File: config.mk
export PLATFORM = sky130hd
export DESIGN_NAME = csc_regs
export DESIGN_NICKNAME = d
export VERILOG_FILES = /design/src/inc/csc_pkg.sv /design/src/inc/csc_cfg_if.sv /design/src/hdl/csc_regs.sv /design/src/hdl/csc_apply.sv
export SDC_FILE = /design/constraint.sdc
export NUM_CORES = 1
export LEC_CHECK = 0
export BUFFER_PORTS_ARGS = -buffer_cell sky130_fd_sc_hd__buf_2
export CORE_MARGIN = 2
export CORE_UTILIZATION = 51
export DETAILED_ROUTE_END_ITERATION = 8
export HOLD_SLACK_MARGIN = 0.08
export PLACE_DENSITY = 0.92
export SYNTH_ARGS = -nofsm -noshare
export SYNTH_HDL_FRONTEND = slang
export SYNTH_SLANG_ARGS = --single-unit
File: constraint.sdc
create_clock -name clk -period 1.6 [get_ports clk]
set_input_delay 0.32 -clock clk [delete_from_list [all_inputs] [get_ports clk]]
set_output_delay 0.32 -clock clk [all_outputs]
set_load 0.005 [all_outputs]
File: src/inc/csc_pkg.sv
// Purpose: Constants for the clock synthesizer configuration slice
// Assumes: Byte-wide registers at their printed byte offsets
// Notes:   Shared by the register slice, its apply stage and the interface
package csc_pkg;

    // Register access widths
    localparam int          CSC_ADDR_W       = 15;
    localparam int          CSC_DATA_W       = 8;

    // Register offsets
    localparam logic [14:0] CSC_OFF_REF_OUT  = 15'h003c;  // reference_output_control
    localparam logic [14:0] CSC_OFF_FBDIV12  = 15'h003d;  // feedback_divider_first_second
    localparam logic [14:0] CSC_OFF_FBDIV3   = 15'h003e;  // feedback_divider_third
    localparam logic [14:0] CSC_OFF_OSC_BIAS = 15'h003f;  // oscillator_bias_control
    localparam logic [14:0] CSC_OFF_LANE_PE  = 15'h0048;  // lane_preemphasis_control

    // Reset values
    localparam logic [7:0]  CSC_RST_REF_OUT  = 8'h01;
    localparam logic [7:0]  CSC_RST_FBDIV12  = 8'h00;
    localparam logic [7:0]  CSC_RST_FBDIV3   = 8'h20;
    localparam logic [7:0]  CSC_RST_OSC_BIAS = 8'h4f;
    localparam logic [7:0]  CSC_RST_LANE_PE  = 8'h00;
    localparam logic [7:0]  CSC_RD_UNMAPPED  = 8'h00;

    // Field positions
    localparam int          CSC_REF_EN_BIT   = 0;
    localparam int          CSC_DIV1_LSB     = 0;
    localparam int          CSC_DIV1_W       = 2;
    localparam int          CSC_DIV2_LSB     = 2;
    localparam int          CSC_DIV2_W       = 2;
    localparam int          CSC_DIV3_LSB     = 0;
    localparam int          CSC_DIV3_W       = 6;
    localparam int          CSC_BIAS_LSB     = 0;
    localparam int          CSC_BIAS_W       = 7;
    localparam int          CSC_PE_LSB       = 0;
    localparam int          CSC_PE_W         = 4;

    // Divider codes and ratios
    localparam int          CSC_RATIO_W      = 3;
    localparam logic [1:0]  CSC_CODE_0       = 2'h0;
    localparam logic [1:0]  CSC_CODE_1       = 2'h1;
    localparam logic [1:0]  CSC_CODE_2       = 2'h2;
    localparam logic [2:0]  CSC_DIV1_R0      = 3'h5;
    localparam logic [2:0]  CSC_DIV1_R1      = 3'h4;
    localparam logic [2:0]  CSC_DIV1_R2      = 3'h3;
    localparam logic [2:0]  CSC_DIV2_R0      = 3'h1;
    localparam logic [2:0]  CSC_DIV2_R1      = 3'h2;
    localparam logic [2:0]  CSC_DIV2_R2      = 3'h4;
    localparam logic [2:0]  CSC_RATIO_NONE   = 3'h0;
    localparam logic [5:0]  CSC_DIV3_ZERO    = 6'h00;

    // Serializer lanes
    localparam int          CSC_LANES        = 8;

endpackage

File: src/inc/csc_cfg_if.sv
// Purpose: Carries settings from the register slice to its apply stage
// Assumes: One clock domain
// Notes:   Settings flow one way, applied values flow back
`timescale 1ns/1ps
interface csc_cfg_if #(
    parameter int LANES = csc_pkg::CSC_LANES
);
    import csc_pkg::*;
    logic                       ref_en;       // Stored reference output enable
    logic [CSC_DIV1_W-1:0]      div1_code;    // First divider code
    logic [CSC_DIV2_W-1:0]      div2_code;    // Second divider code
    logic [CSC_DIV3_W-1:0]      div3_value;   // Third divider value
    logic [CSC_PE_W-1:0]        pe_setting;   // Global pre-emphasis
    logic                       ref_drive;    // Reference output driven
    logic [CSC_RATIO_W-1:0]     div1_ratio;   // Decoded first ratio
    logic [CSC_RATIO_W-1:0]     div2_ratio;   // Decoded second ratio
    logic [CSC_DIV3_W-1:0]      div3_ratio;   // Applied third ratio
    logic                       div_bad;      // Reserved or zero divider
    logic [LANES*CSC_PE_W-1:0]  lane_pe;      // Per-lane pre-emphasis

    // Register side
    modport regs  (output ref_en, div1_code, div2_code, div3_value, pe_setting,
                   input  ref_drive, div1_ratio, div2_ratio, div3_ratio, div_bad, lane_pe);
    // Apply side
    modport apply (input  ref_en, div1_code, div2_code, div3_value, pe_setting,
                   output ref_drive, div1_ratio, div2_ratio, div3_ratio, div_bad, lane_pe);
endinterface

File: src/hdl/csc_regs.sv
// Purpose: Configuration registers for the clock synthesizer and lane drivers
// Assumes: Serial control port decoder presents byte writes and reads
// Notes:   Read data appears one cycle after the read strobe
// Behaviour
// Reference output follows enable bit and pin
// Reference enable bit resets to one
// Software writes reserved bits with reset values
// Second divider: codes divide 1, 2, 4
// First divider: codes divide 5, 4, 3
// Third divider divides by its value
// Software asserts synth reset before divider change
// Software programs bias 0x4A before use
// One pre-emphasis value drives all lanes
// Registers read back last write, reset cleanly
`timescale 1ns/1ps

// Register map, every register one byte wide
//   0x3c reference_output_control, resets to 0x01
//        bit 0 ref_out_enable, bits 7:1 reserved
//   0x3d feedback_divider_first_second, resets to 0x00
//        bits 1:0 first code, bits 3:2 second code, bits 7:4 reserved
//   0x3e feedback_divider_third, resets to 0x20
//        bits 5:0 third value, bits 7:6 reserved
//   0x3f oscillator_bias_control, resets to 0x4f
//        bits 6:0 oscillator_bias_level, bit 7 reserved
//   0x48 lane_preemphasis_control, resets to 0x00
//        bits 3:0 lane_preemphasis, bits 7:4 reserved
//
// Timing
//   A write lands at its strobe edge
//   Ratios, gated output and lanes follow one edge later
//   Bias level follows its register with no extra stage
//   Read data and valid pulse come one edge after the strobe
//   Read and write in one cycle return the old byte
//   Lane outputs carry one copy of the setting each
//
// Hazards
//   Reference output may clock the control port, so its enable bit starts at one; the output itself is low in reset
//   Divider controls change live; software must hold the synth in reset
//   Divider values are applied even when flagged unsafe
//   Reserved divider codes are not blocked, they raise the invalid flag
//   Unmapped writes are dropped, unmapped reads return zero

module csc_regs
    import csc_pkg::*;
#(
    parameter int LANES = CSC_LANES
) (
    // Clock and reset
    input  wire logic                       clk,
    input  wire logic                       resetn,
    // Byte register port
    input  wire logic                       reg_wr,
    input  wire logic                       reg_rd,
    input  wire logic [CSC_ADDR_W-1:0]      reg_addr,
    input  wire logic [CSC_DATA_W-1:0]      reg_wdata,
    output logic      [CSC_DATA_W-1:0]      reg_rdata,
    output logic                            reg_rvalid,
    // Synthesizer pins
    input  wire logic                       synth_enable,
    input  wire logic                       synth_reset_control,
    // Controls toward the synthesizer
    output logic                            reference_clock_output,
    output logic      [CSC_RATIO_W-1:0]     first_div_ratio,
    output logic      [CSC_RATIO_W-1:0]     second_div_ratio,
    output logic      [CSC_DIV3_W-1:0]      third_div_ratio,
    output logic                            div_setting_invalid,
    output logic                            div_change_unsafe,
    // Analog and lane settings
    output logic      [CSC_BIAS_W-1:0]      oscillator_bias_level,
    output logic      [LANES*CSC_PE_W-1:0]  lane_preemphasis
);

    // Stored registers, all eight bits kept
    logic [CSC_DATA_W-1:0] ref_out_q;   // reference_output_control
    logic [CSC_DATA_W-1:0] ref_out_d;   // Next reference control byte
    logic [CSC_DATA_W-1:0] fbdiv12_q;   // feedback_divider_first_second
    logic [CSC_DATA_W-1:0] fbdiv12_d;   // Next first and second codes
    logic [CSC_DATA_W-1:0] fbdiv3_q;    // feedback_divider_third
    logic [CSC_DATA_W-1:0] fbdiv3_d;    // Next third value byte
    logic [CSC_DATA_W-1:0] bias_q;      // oscillator_bias_control
    logic [CSC_DATA_W-1:0] bias_d;      // Next bias byte
    logic [CSC_DATA_W-1:0] lane_pe_q;   // lane_preemphasis_control
    logic [CSC_DATA_W-1:0] lane_pe_d;   // Next pre-emphasis byte
    // Read path
    logic [CSC_DATA_W-1:0] rdata_q;     // Last read byte, held
    logic [CSC_DATA_W-1:0] rdata_d;     // Next read byte
    logic                  rvalid_q;    // Read answer pulse
    logic                  rvalid_d;    // Next answer pulse
    // Divider write seen outside synth reset
    logic                  unsafe_q;    // Sticky diagnostic flag
    logic                  unsafe_d;    // Next flag value
    logic                  div_wr;      // Divider register written now

    // Settings bundle between the two stages
    csc_cfg_if #(.LANES(LANES)) cfg ();

    // Write decode and next register values
    always_comb begin
        // Hold every register by default
        ref_out_d = ref_out_q;
        fbdiv12_d = fbdiv12_q;
        fbdiv3_d  = fbdiv3_q;
        bias_d    = bias_q;
        lane_pe_d = lane_pe_q;
        div_wr    = 1'b0;
        // Only a write strobe changes stored state
        if (reg_wr) begin
            // whole byte stored, reserved too
            unique case (reg_addr)
                // Reference enable byte
                CSC_OFF_REF_OUT:  ref_out_d = reg_wdata;
                // First and second divider codes
                CSC_OFF_FBDIV12: begin
                    fbdiv12_d = reg_wdata;
                    div_wr    = 1'b1;
                end
                // Third divider value
                CSC_OFF_FBDIV3: begin
                    fbdiv3_d = reg_wdata;
                    div_wr   = 1'b1;
                end
                // Oscillator bias byte
                CSC_OFF_OSC_BIAS: bias_d    = reg_wdata;
                // Lane pre-emphasis byte
                CSC_OFF_LANE_PE:  lane_pe_d = reg_wdata;
                default:          ;  // Unmapped write ignored
            endcase
        end
        // Sticky until reset, values still applied
        // flag divider change outside reset
        unsafe_d = unsafe_q | (div_wr & ~synth_reset_control);
    end

    // Read mux
    // Read and write in one cycle return the old byte
    always_comb begin
        // Valid pulse follows the strobe
        rvalid_d = reg_rd;
        // Data holds between reads
        rdata_d  = rdata_q;
        // Only a read strobe loads new data
        if (reg_rd) begin
            unique case (reg_addr)
                CSC_OFF_REF_OUT:  rdata_d = ref_out_q;
                CSC_OFF_FBDIV12:  rdata_d = fbdiv12_q;
                CSC_OFF_FBDIV3:   rdata_d = fbdiv3_q;
                CSC_OFF_OSC_BIAS: rdata_d = bias_q;
                CSC_OFF_LANE_PE:  rdata_d = lane_pe_q;
                default:          rdata_d = CSC_RD_UNMAPPED;
            endcase
        end
    end

    // Register state
    always_ff @(posedge clk or negedge resetn) begin
        if (!resetn) begin
            // Async reset to listed values
            // reference enable starts at one
            ref_out_q <= CSC_RST_REF_OUT;
            // listed reset values
            fbdiv12_q <= CSC_RST_FBDIV12;
            fbdiv3_q  <= CSC_RST_FBDIV3;
            bias_q    <= CSC_RST_OSC_BIAS;
            lane_pe_q <= CSC_RST_LANE_PE;
            // Read path idle, diagnostic clear
            rdata_q   <= CSC_RD_UNMAPPED;
            rvalid_q  <= 1'b0;
            unsafe_q  <= 1'b0;
        end else begin
            // Take the next values
            ref_out_q <= ref_out_d;
            fbdiv12_q <= fbdiv12_d;
            fbdiv3_q  <= fbdiv3_d;
            bias_q    <= bias_d;
            lane_pe_q <= lane_pe_d;
            rdata_q   <= rdata_d;
            rvalid_q  <= rvalid_d;
            unsafe_q  <= unsafe_d;
        end
    end

    // Field extraction toward the apply stage
    // Reserved bits stay here, only fields go on
    // Reference enable bit
    assign cfg.ref_en     = ref_out_q[CSC_REF_EN_BIT];
    // First divider code
    assign cfg.div1_code  = fbdiv12_q[CSC_DIV1_LSB +: CSC_DIV1_W];
    // Second divider code
    assign cfg.div2_code  = fbdiv12_q[CSC_DIV2_LSB +: CSC_DIV2_W];
    // Third divider value
    assign cfg.div3_value = fbdiv3_q[CSC_DIV3_LSB +: CSC_DIV3_W];
    // Global pre-emphasis setting
    assign cfg.pe_setting = lane_pe_q[CSC_PE_LSB +: CSC_PE_W];

    // Decode and gating stage
    // Ratios, invalid flag, gated output and lanes are flops there
    csc_apply #(
        .LANES        (LANES)
    ) u_apply (
        .clk          (clk),
        .resetn       (resetn),
        .synth_enable (synth_enable),
        .cfg          (cfg)
    );

    // Outputs, each from a flop
    // Register port answers
    assign reg_rdata              = rdata_q;
    assign reg_rvalid             = rvalid_q;
    // Synthesizer controls from the apply stage
    assign reference_clock_output = cfg.ref_drive;
    assign first_div_ratio        = cfg.div1_ratio;
    assign second_div_ratio       = cfg.div2_ratio;
    assign third_div_ratio        = cfg.div3_ratio;
    assign div_setting_invalid    = cfg.div_bad;
    // Diagnostic and bias straight from this stage
    assign div_change_unsafe      = unsafe_q;
    assign oscillator_bias_level  = bias_q[CSC_BIAS_LSB +: CSC_BIAS_W];
    // Lanes from the apply stage
    assign lane_preemphasis       = cfg.lane_pe;

endmodule // csc_regs

File: src/hdl/csc_apply.sv
// Purpose: Turns stored settings into registered controls for the synthesizer
// Assumes: Pin inputs synchronous to clk
// Notes:   All outputs are flops so the top drives them straight out
`timescale 1ns/1ps
module csc_apply
    import csc_pkg::*;
#(
    parameter int LANES = CSC_LANES
) (
    input  wire logic clk,
    input  wire logic resetn,
    input  wire logic synth_enable,
    csc_cfg_if.apply  cfg
);

    // Next values
    logic                       ref_drive_d;
    logic [CSC_RATIO_W-1:0]     div1_ratio_d;
    logic [CSC_RATIO_W-1:0]     div2_ratio_d;
    logic                       div_bad_d;
    logic [LANES*CSC_PE_W-1:0]  lane_pe_d;
    logic [CSC_DIV3_W-1:0]      div3_ratio_d;
    // Registered values
    logic                       ref_drive_q;
    logic [CSC_RATIO_W-1:0]     div1_ratio_q;
    logic [CSC_RATIO_W-1:0]     div2_ratio_q;
    logic [CSC_DIV3_W-1:0]      div3_ratio_q;
    logic                       div_bad_q;
    logic [LANES*CSC_PE_W-1:0]  lane_pe_q;

    // Decode controls from settings
    always_comb begin
        // output gated by enable pin
        ref_drive_d = cfg.ref_en & synth_enable;
        // first divider ratio decode
        unique case (cfg.div1_code)
            CSC_CODE_0: div1_ratio_d = CSC_DIV1_R0;
            CSC_CODE_1: div1_ratio_d = CSC_DIV1_R1;
            CSC_CODE_2: div1_ratio_d = CSC_DIV1_R2;
            default:    div1_ratio_d = CSC_RATIO_NONE;  // Reserved code
        endcase
        // second divider ratio decode
        unique case (cfg.div2_code)
            CSC_CODE_0: div2_ratio_d = CSC_DIV2_R0;
            CSC_CODE_1: div2_ratio_d = CSC_DIV2_R1;
            CSC_CODE_2: div2_ratio_d = CSC_DIV2_R2;
            default:    div2_ratio_d = CSC_RATIO_NONE;  // Reserved code
        endcase
        // zero third value unsupported
        div_bad_d = (div1_ratio_d == CSC_RATIO_NONE) | (div2_ratio_d == CSC_RATIO_NONE)
                  | (cfg.div3_value == CSC_DIV3_ZERO);
        // value is the ratio
        div3_ratio_d = cfg.div3_value;
    end

    // one setting to all lanes
    for (genvar l = 0; l < LANES; l++) begin : g_lane
        assign lane_pe_d[l*CSC_PE_W +: CSC_PE_W] = cfg.pe_setting;
    end

    // Register the controls
    always_ff @(posedge clk or negedge resetn) begin
        if (!resetn) begin
            ref_drive_q  <= 1'b0;
            div1_ratio_q <= CSC_DIV1_R0;
            div2_ratio_q <= CSC_DIV2_R0;
            div3_ratio_q <= CSC_RST_FBDIV3[CSC_DIV3_LSB +: CSC_DIV3_W];
            div_bad_q    <= 1'b0;
            lane_pe_q    <= '0;
        end else begin
            ref_drive_q  <= ref_drive_d;
            div1_ratio_q <= div1_ratio_d;
            div2_ratio_q <= div2_ratio_d;
            div3_ratio_q <= div3_ratio_d;
            div_bad_q    <= div_bad_d;
            lane_pe_q    <= lane_pe_d;
        end
    end

    assign cfg.ref_drive  = ref_drive_q;
    assign cfg.div1_ratio = div1_ratio_q;
    assign cfg.div2_ratio = div2_ratio_q;
    assign cfg.div3_ratio = div3_ratio_q;
    assign cfg.div_bad    = div_bad_q;
    assign cfg.lane_pe    = lane_pe_q;

endmodule // csc_apply

==> run metrics <==
Post-synth EDFFs=0; Clock Latency Late Sink=0.35 ns; outcome=finished with violations; Synth Net Count=247; Yosys reg bits=68; Hold Startpoint=synth_enable; mux contribution to synthesized area=15.21%; clk buf depth=2; startpoint types=input pin; Synth Area in Adders=0%; routed wire length per instance=19.16 um; Critical Path Start=reg_addr[10]; Final min period=2.000 ns; worst endpoint data arrival time=2.23 ns; Total Routing Usage GR=24.25%; Syn-to-layout area delta=37.60%; post-synthesis cell count=218; largest family of logic cells by synthesized area=multiplexers; num rows=27; CTS tree=yes; max_cap viols=0; CTS clk-pin slew, worst paths=0.08 ns; Port Buffers=91; setup TNS=-14.52 ns; I/O Pins=92; Final WS setup=-0.4004 ns; die area=6433 um2; final RePlAce weighted congestion=0.8345; remaining antenna violation count=0; P per Cell Area=941.8 nW/um2; simple-gate portion of the synthesized area=9.759%; Worst Max-Slew Pin Slew=0.4178 ns; largest net degree at the start of global routing=69; total grt overflow=0; Max H-tree Level=3; Slew Limit Fails=0; worst vdd ir=0.7358 mV; Initial Util=53.13%; drt first pass iters=4; Post-synth ARST share=100.0%; Min-Delay Path Class=input pin to register; fmax=499.9 MHz; layout cell share with drive strength beyond 1=64.95%; synthesized area per cell=13.59 um2; Die Y-Extent=80.21 um; Final Cell Area=4075 um2; global-route wire length before repair=11.24 mm; Leak=0.002091 uW; XOR/XNOR share of the synthesized area=0%; sequential fraction of the synthesis area=57.92%; failing checks=setup timing; Final HPWL DP=4.643 mm; worst clock skew=0.006565 ns; nets@finish=335; initial drt markers=213; clk root buf=clkbuf_8; final hold violation count=0; post-synthesis instance area=2962 um2; Synth warnings=0; compound-cell area share of the yosys netlist=7.013%; WS Path Type=input pin to register; final wirelength=7.339 mm; vias in the first global route=2177; Inserted Diodes=0; Critical Path End Type=register; Die X=80.21 um; Vias/cell=5.598; RSZ-0062 raised after global routing=yes; initial antenna violation count=0; Synth Flop Type=dfrtp_1; fin crit share=125.0%; FF-to-FF Start=fbdiv3_q[4]$_DFFE_PN0P_; final setup fails=49; CTS buffer count=9; # DRC=0; Worst Path Max Fanout=8; Placed Area=3587 um2; post-synthesis cell type count=30; vias after detailed routing=2144; core area=5574 um2; worst path required time=1.83 ns; clk sink count=68; Relative slew margins=72.15%
## flip-flops by register name, summed over array words and instances (netlist names)
| name | count |
|---|---|
| lane_pe_q | 8 |
| ref_out_q | 8 |
| u_apply.cfg.ref_drive | 1 |
| reg_rdata | 8 |
| fbdiv3_q | 8 |
| u_apply.cfg.div1_ratio | 3 |
| reg_rvalid | 1 |
| fbdiv12_q | 8 |
| bias_q | 8 |
| u_apply.cfg.div_bad | 1 |
| u_apply.cfg.lane_pe | 4 |
| div_change_unsafe | 1 |
| u_apply.cfg.div2_ratio | 3 |
| u_apply.cfg.div3_ratio | 6 |
## what timing repair did
action	4_1_cts	5_1_grt
gates cloned	0	0
pin swaps	7	10
endpoints found under the hold margin	57	0
hold buffers	1	0
endpoints found under the setup margin	49	49
buffers inserted	0	3
gates resized for setup	16	17
## where the power goes
group | leakage, uW | total (uW) | internal [uW] | switching [uW]
clock | 0.000134 | 1890 | 1210 | 684
sequential | 0.000891 | 1740 | 1740 | 9.47
combinational | 0.00106 | 204 | 86.4 | 117
total | 0.00209 | 3840 | 3030 | 811
## layout by cell type (no fill, tap or decap), types with 2 or more instances in the layout
master / n
nor2_4: 3
nand4b_1: 2
dfrtp_1: 57
or4_4: 2
inv_1: 3
nor4_4: 6
a21oi_1: 8
mux2_4: 40
a221oi_2: 2
a222oi_1: 8
dfstp_2: 11
buf_6: 9
buf_4: 12
nand2b_1: 2
buf_2: 89
a221oi_1: 6
nor2b_1: 2
clkbuf_8: 9
inv_6: 2
or4bb_1: 2
buf_12: 7
nor2_1: 10
bufinv_16: 4
## stage by stage
| stage | hold WS [ns] | cells | utilization (%) | setup slack (ns) | power (uW) |
|---|---|---|---|---|---|
| 2_1_floorplan | 0.02441 | 218 | - | -0.8167 | 1831 |
| 3_3_place_gp | 0.3580 | 363 | 64.35 | -0.7355 | 1951 |
| 3_5_place_dp | 0.3642 | 363 | 64.35 | -0.7832 | 1958 |
| 4_1_cts | 0.1608 | 380 | 70.86 | -0.3641 | 3846 |
| 5_1_grt | 0.1691 | 383 | 73.11 | -0.4152 | 3973 |
| 6_report | 0.1765 | 383 | 73.11 | -0.4004 | 3838 |
## kinds of logic after synthesis
kind of cell | Yosys count
flip-flops | 68
buffers and inverters | 44
AND/OR/NAND/NOR | 40
AO/OA/AOI/OAI | 26
multiplexers | 40
## cell usage after synthesis, types with 2 or more instances
library cell	n	area, um2
or4_1	3	22.52
buf_4	35	262.8
nand4b_1	2	17.52
or3_1	2	12.51
dfstp_2	11	289.0
nor2_4	3	33.78
buf_2	2	10.01
nand2b_1	2	12.51
clkbuf_1	3	11.26
nor4_1	5	31.28
a222oi_1	8	80.08
nor2b_1	2	12.51
a221oi_1	8	70.07
nor2_1	10	37.54
or4bb_1	2	22.52
dfrtp_1	57	1426
inv_1	3	11.26
mux2_2	40	450.4
or4b_2	2	20.02
a21oi_1	8	40.04
## critical path: stages
cell,delay (ns)
buf_6,0.09
or4_4,0.52
or4_4,0.59
buf_12,0.16
nor2_4,0.10
buf_12,0.14
mux2_4,0.30
## routing by layer
| layer | GRT usage [%] | up-vias | part of all wire [%] |
|---|---|---|---|
| met1 | 28.25 | 1068 | 37 |
| met5 | 0 | - | 0 |
| met4 | 8.136 | 0 | 0.97 |
| met2 | 43.08 | 123 | 54 |
| met3 | 6.517 | 10 | 8.0 |
| li1 | - | 943 | - |
## final cells by class
type | count | area [um2]
clock buffers | 9 | 123.9
clock inverters | 7 | 146.4
fillers | 365 | 1499
inverters | 3 | 11.26
multi-input cells | 106 | 1201
flip-flops and latches | 68 | 1715
well taps | 72 | 90.09
repair buffers | 118 | 787.0
## worst paths after layout
| path | endpoint | slack, ns | cells after the start |
|---|---|---|---|
| setup / recovery | fbdiv12_q[2]$_DFFE_PN0P_ | -0.40 | 7 |
| hold / removal | u_apply.cfg.ref_drive$_DFF_PN0_ | 0.18 | 2 |
| setup reg to reg | u_apply.cfg.div_bad$_DFF_PN0_ | 0.23 | 3 |
| max in group asynchronous | bias_q[6]$_DFFE_PN1P_ | 0.76 | 3 |
| min in group asynchronous | reg_rdata[2]$_DFFE_PN0P_ | 0.52 | 3 |
| hold reg to reg | u_apply.cfg.div3_ratio[5]$_DFF_PN1_ | 0.39 | 0 |
(Power assumes the default switching activity.)
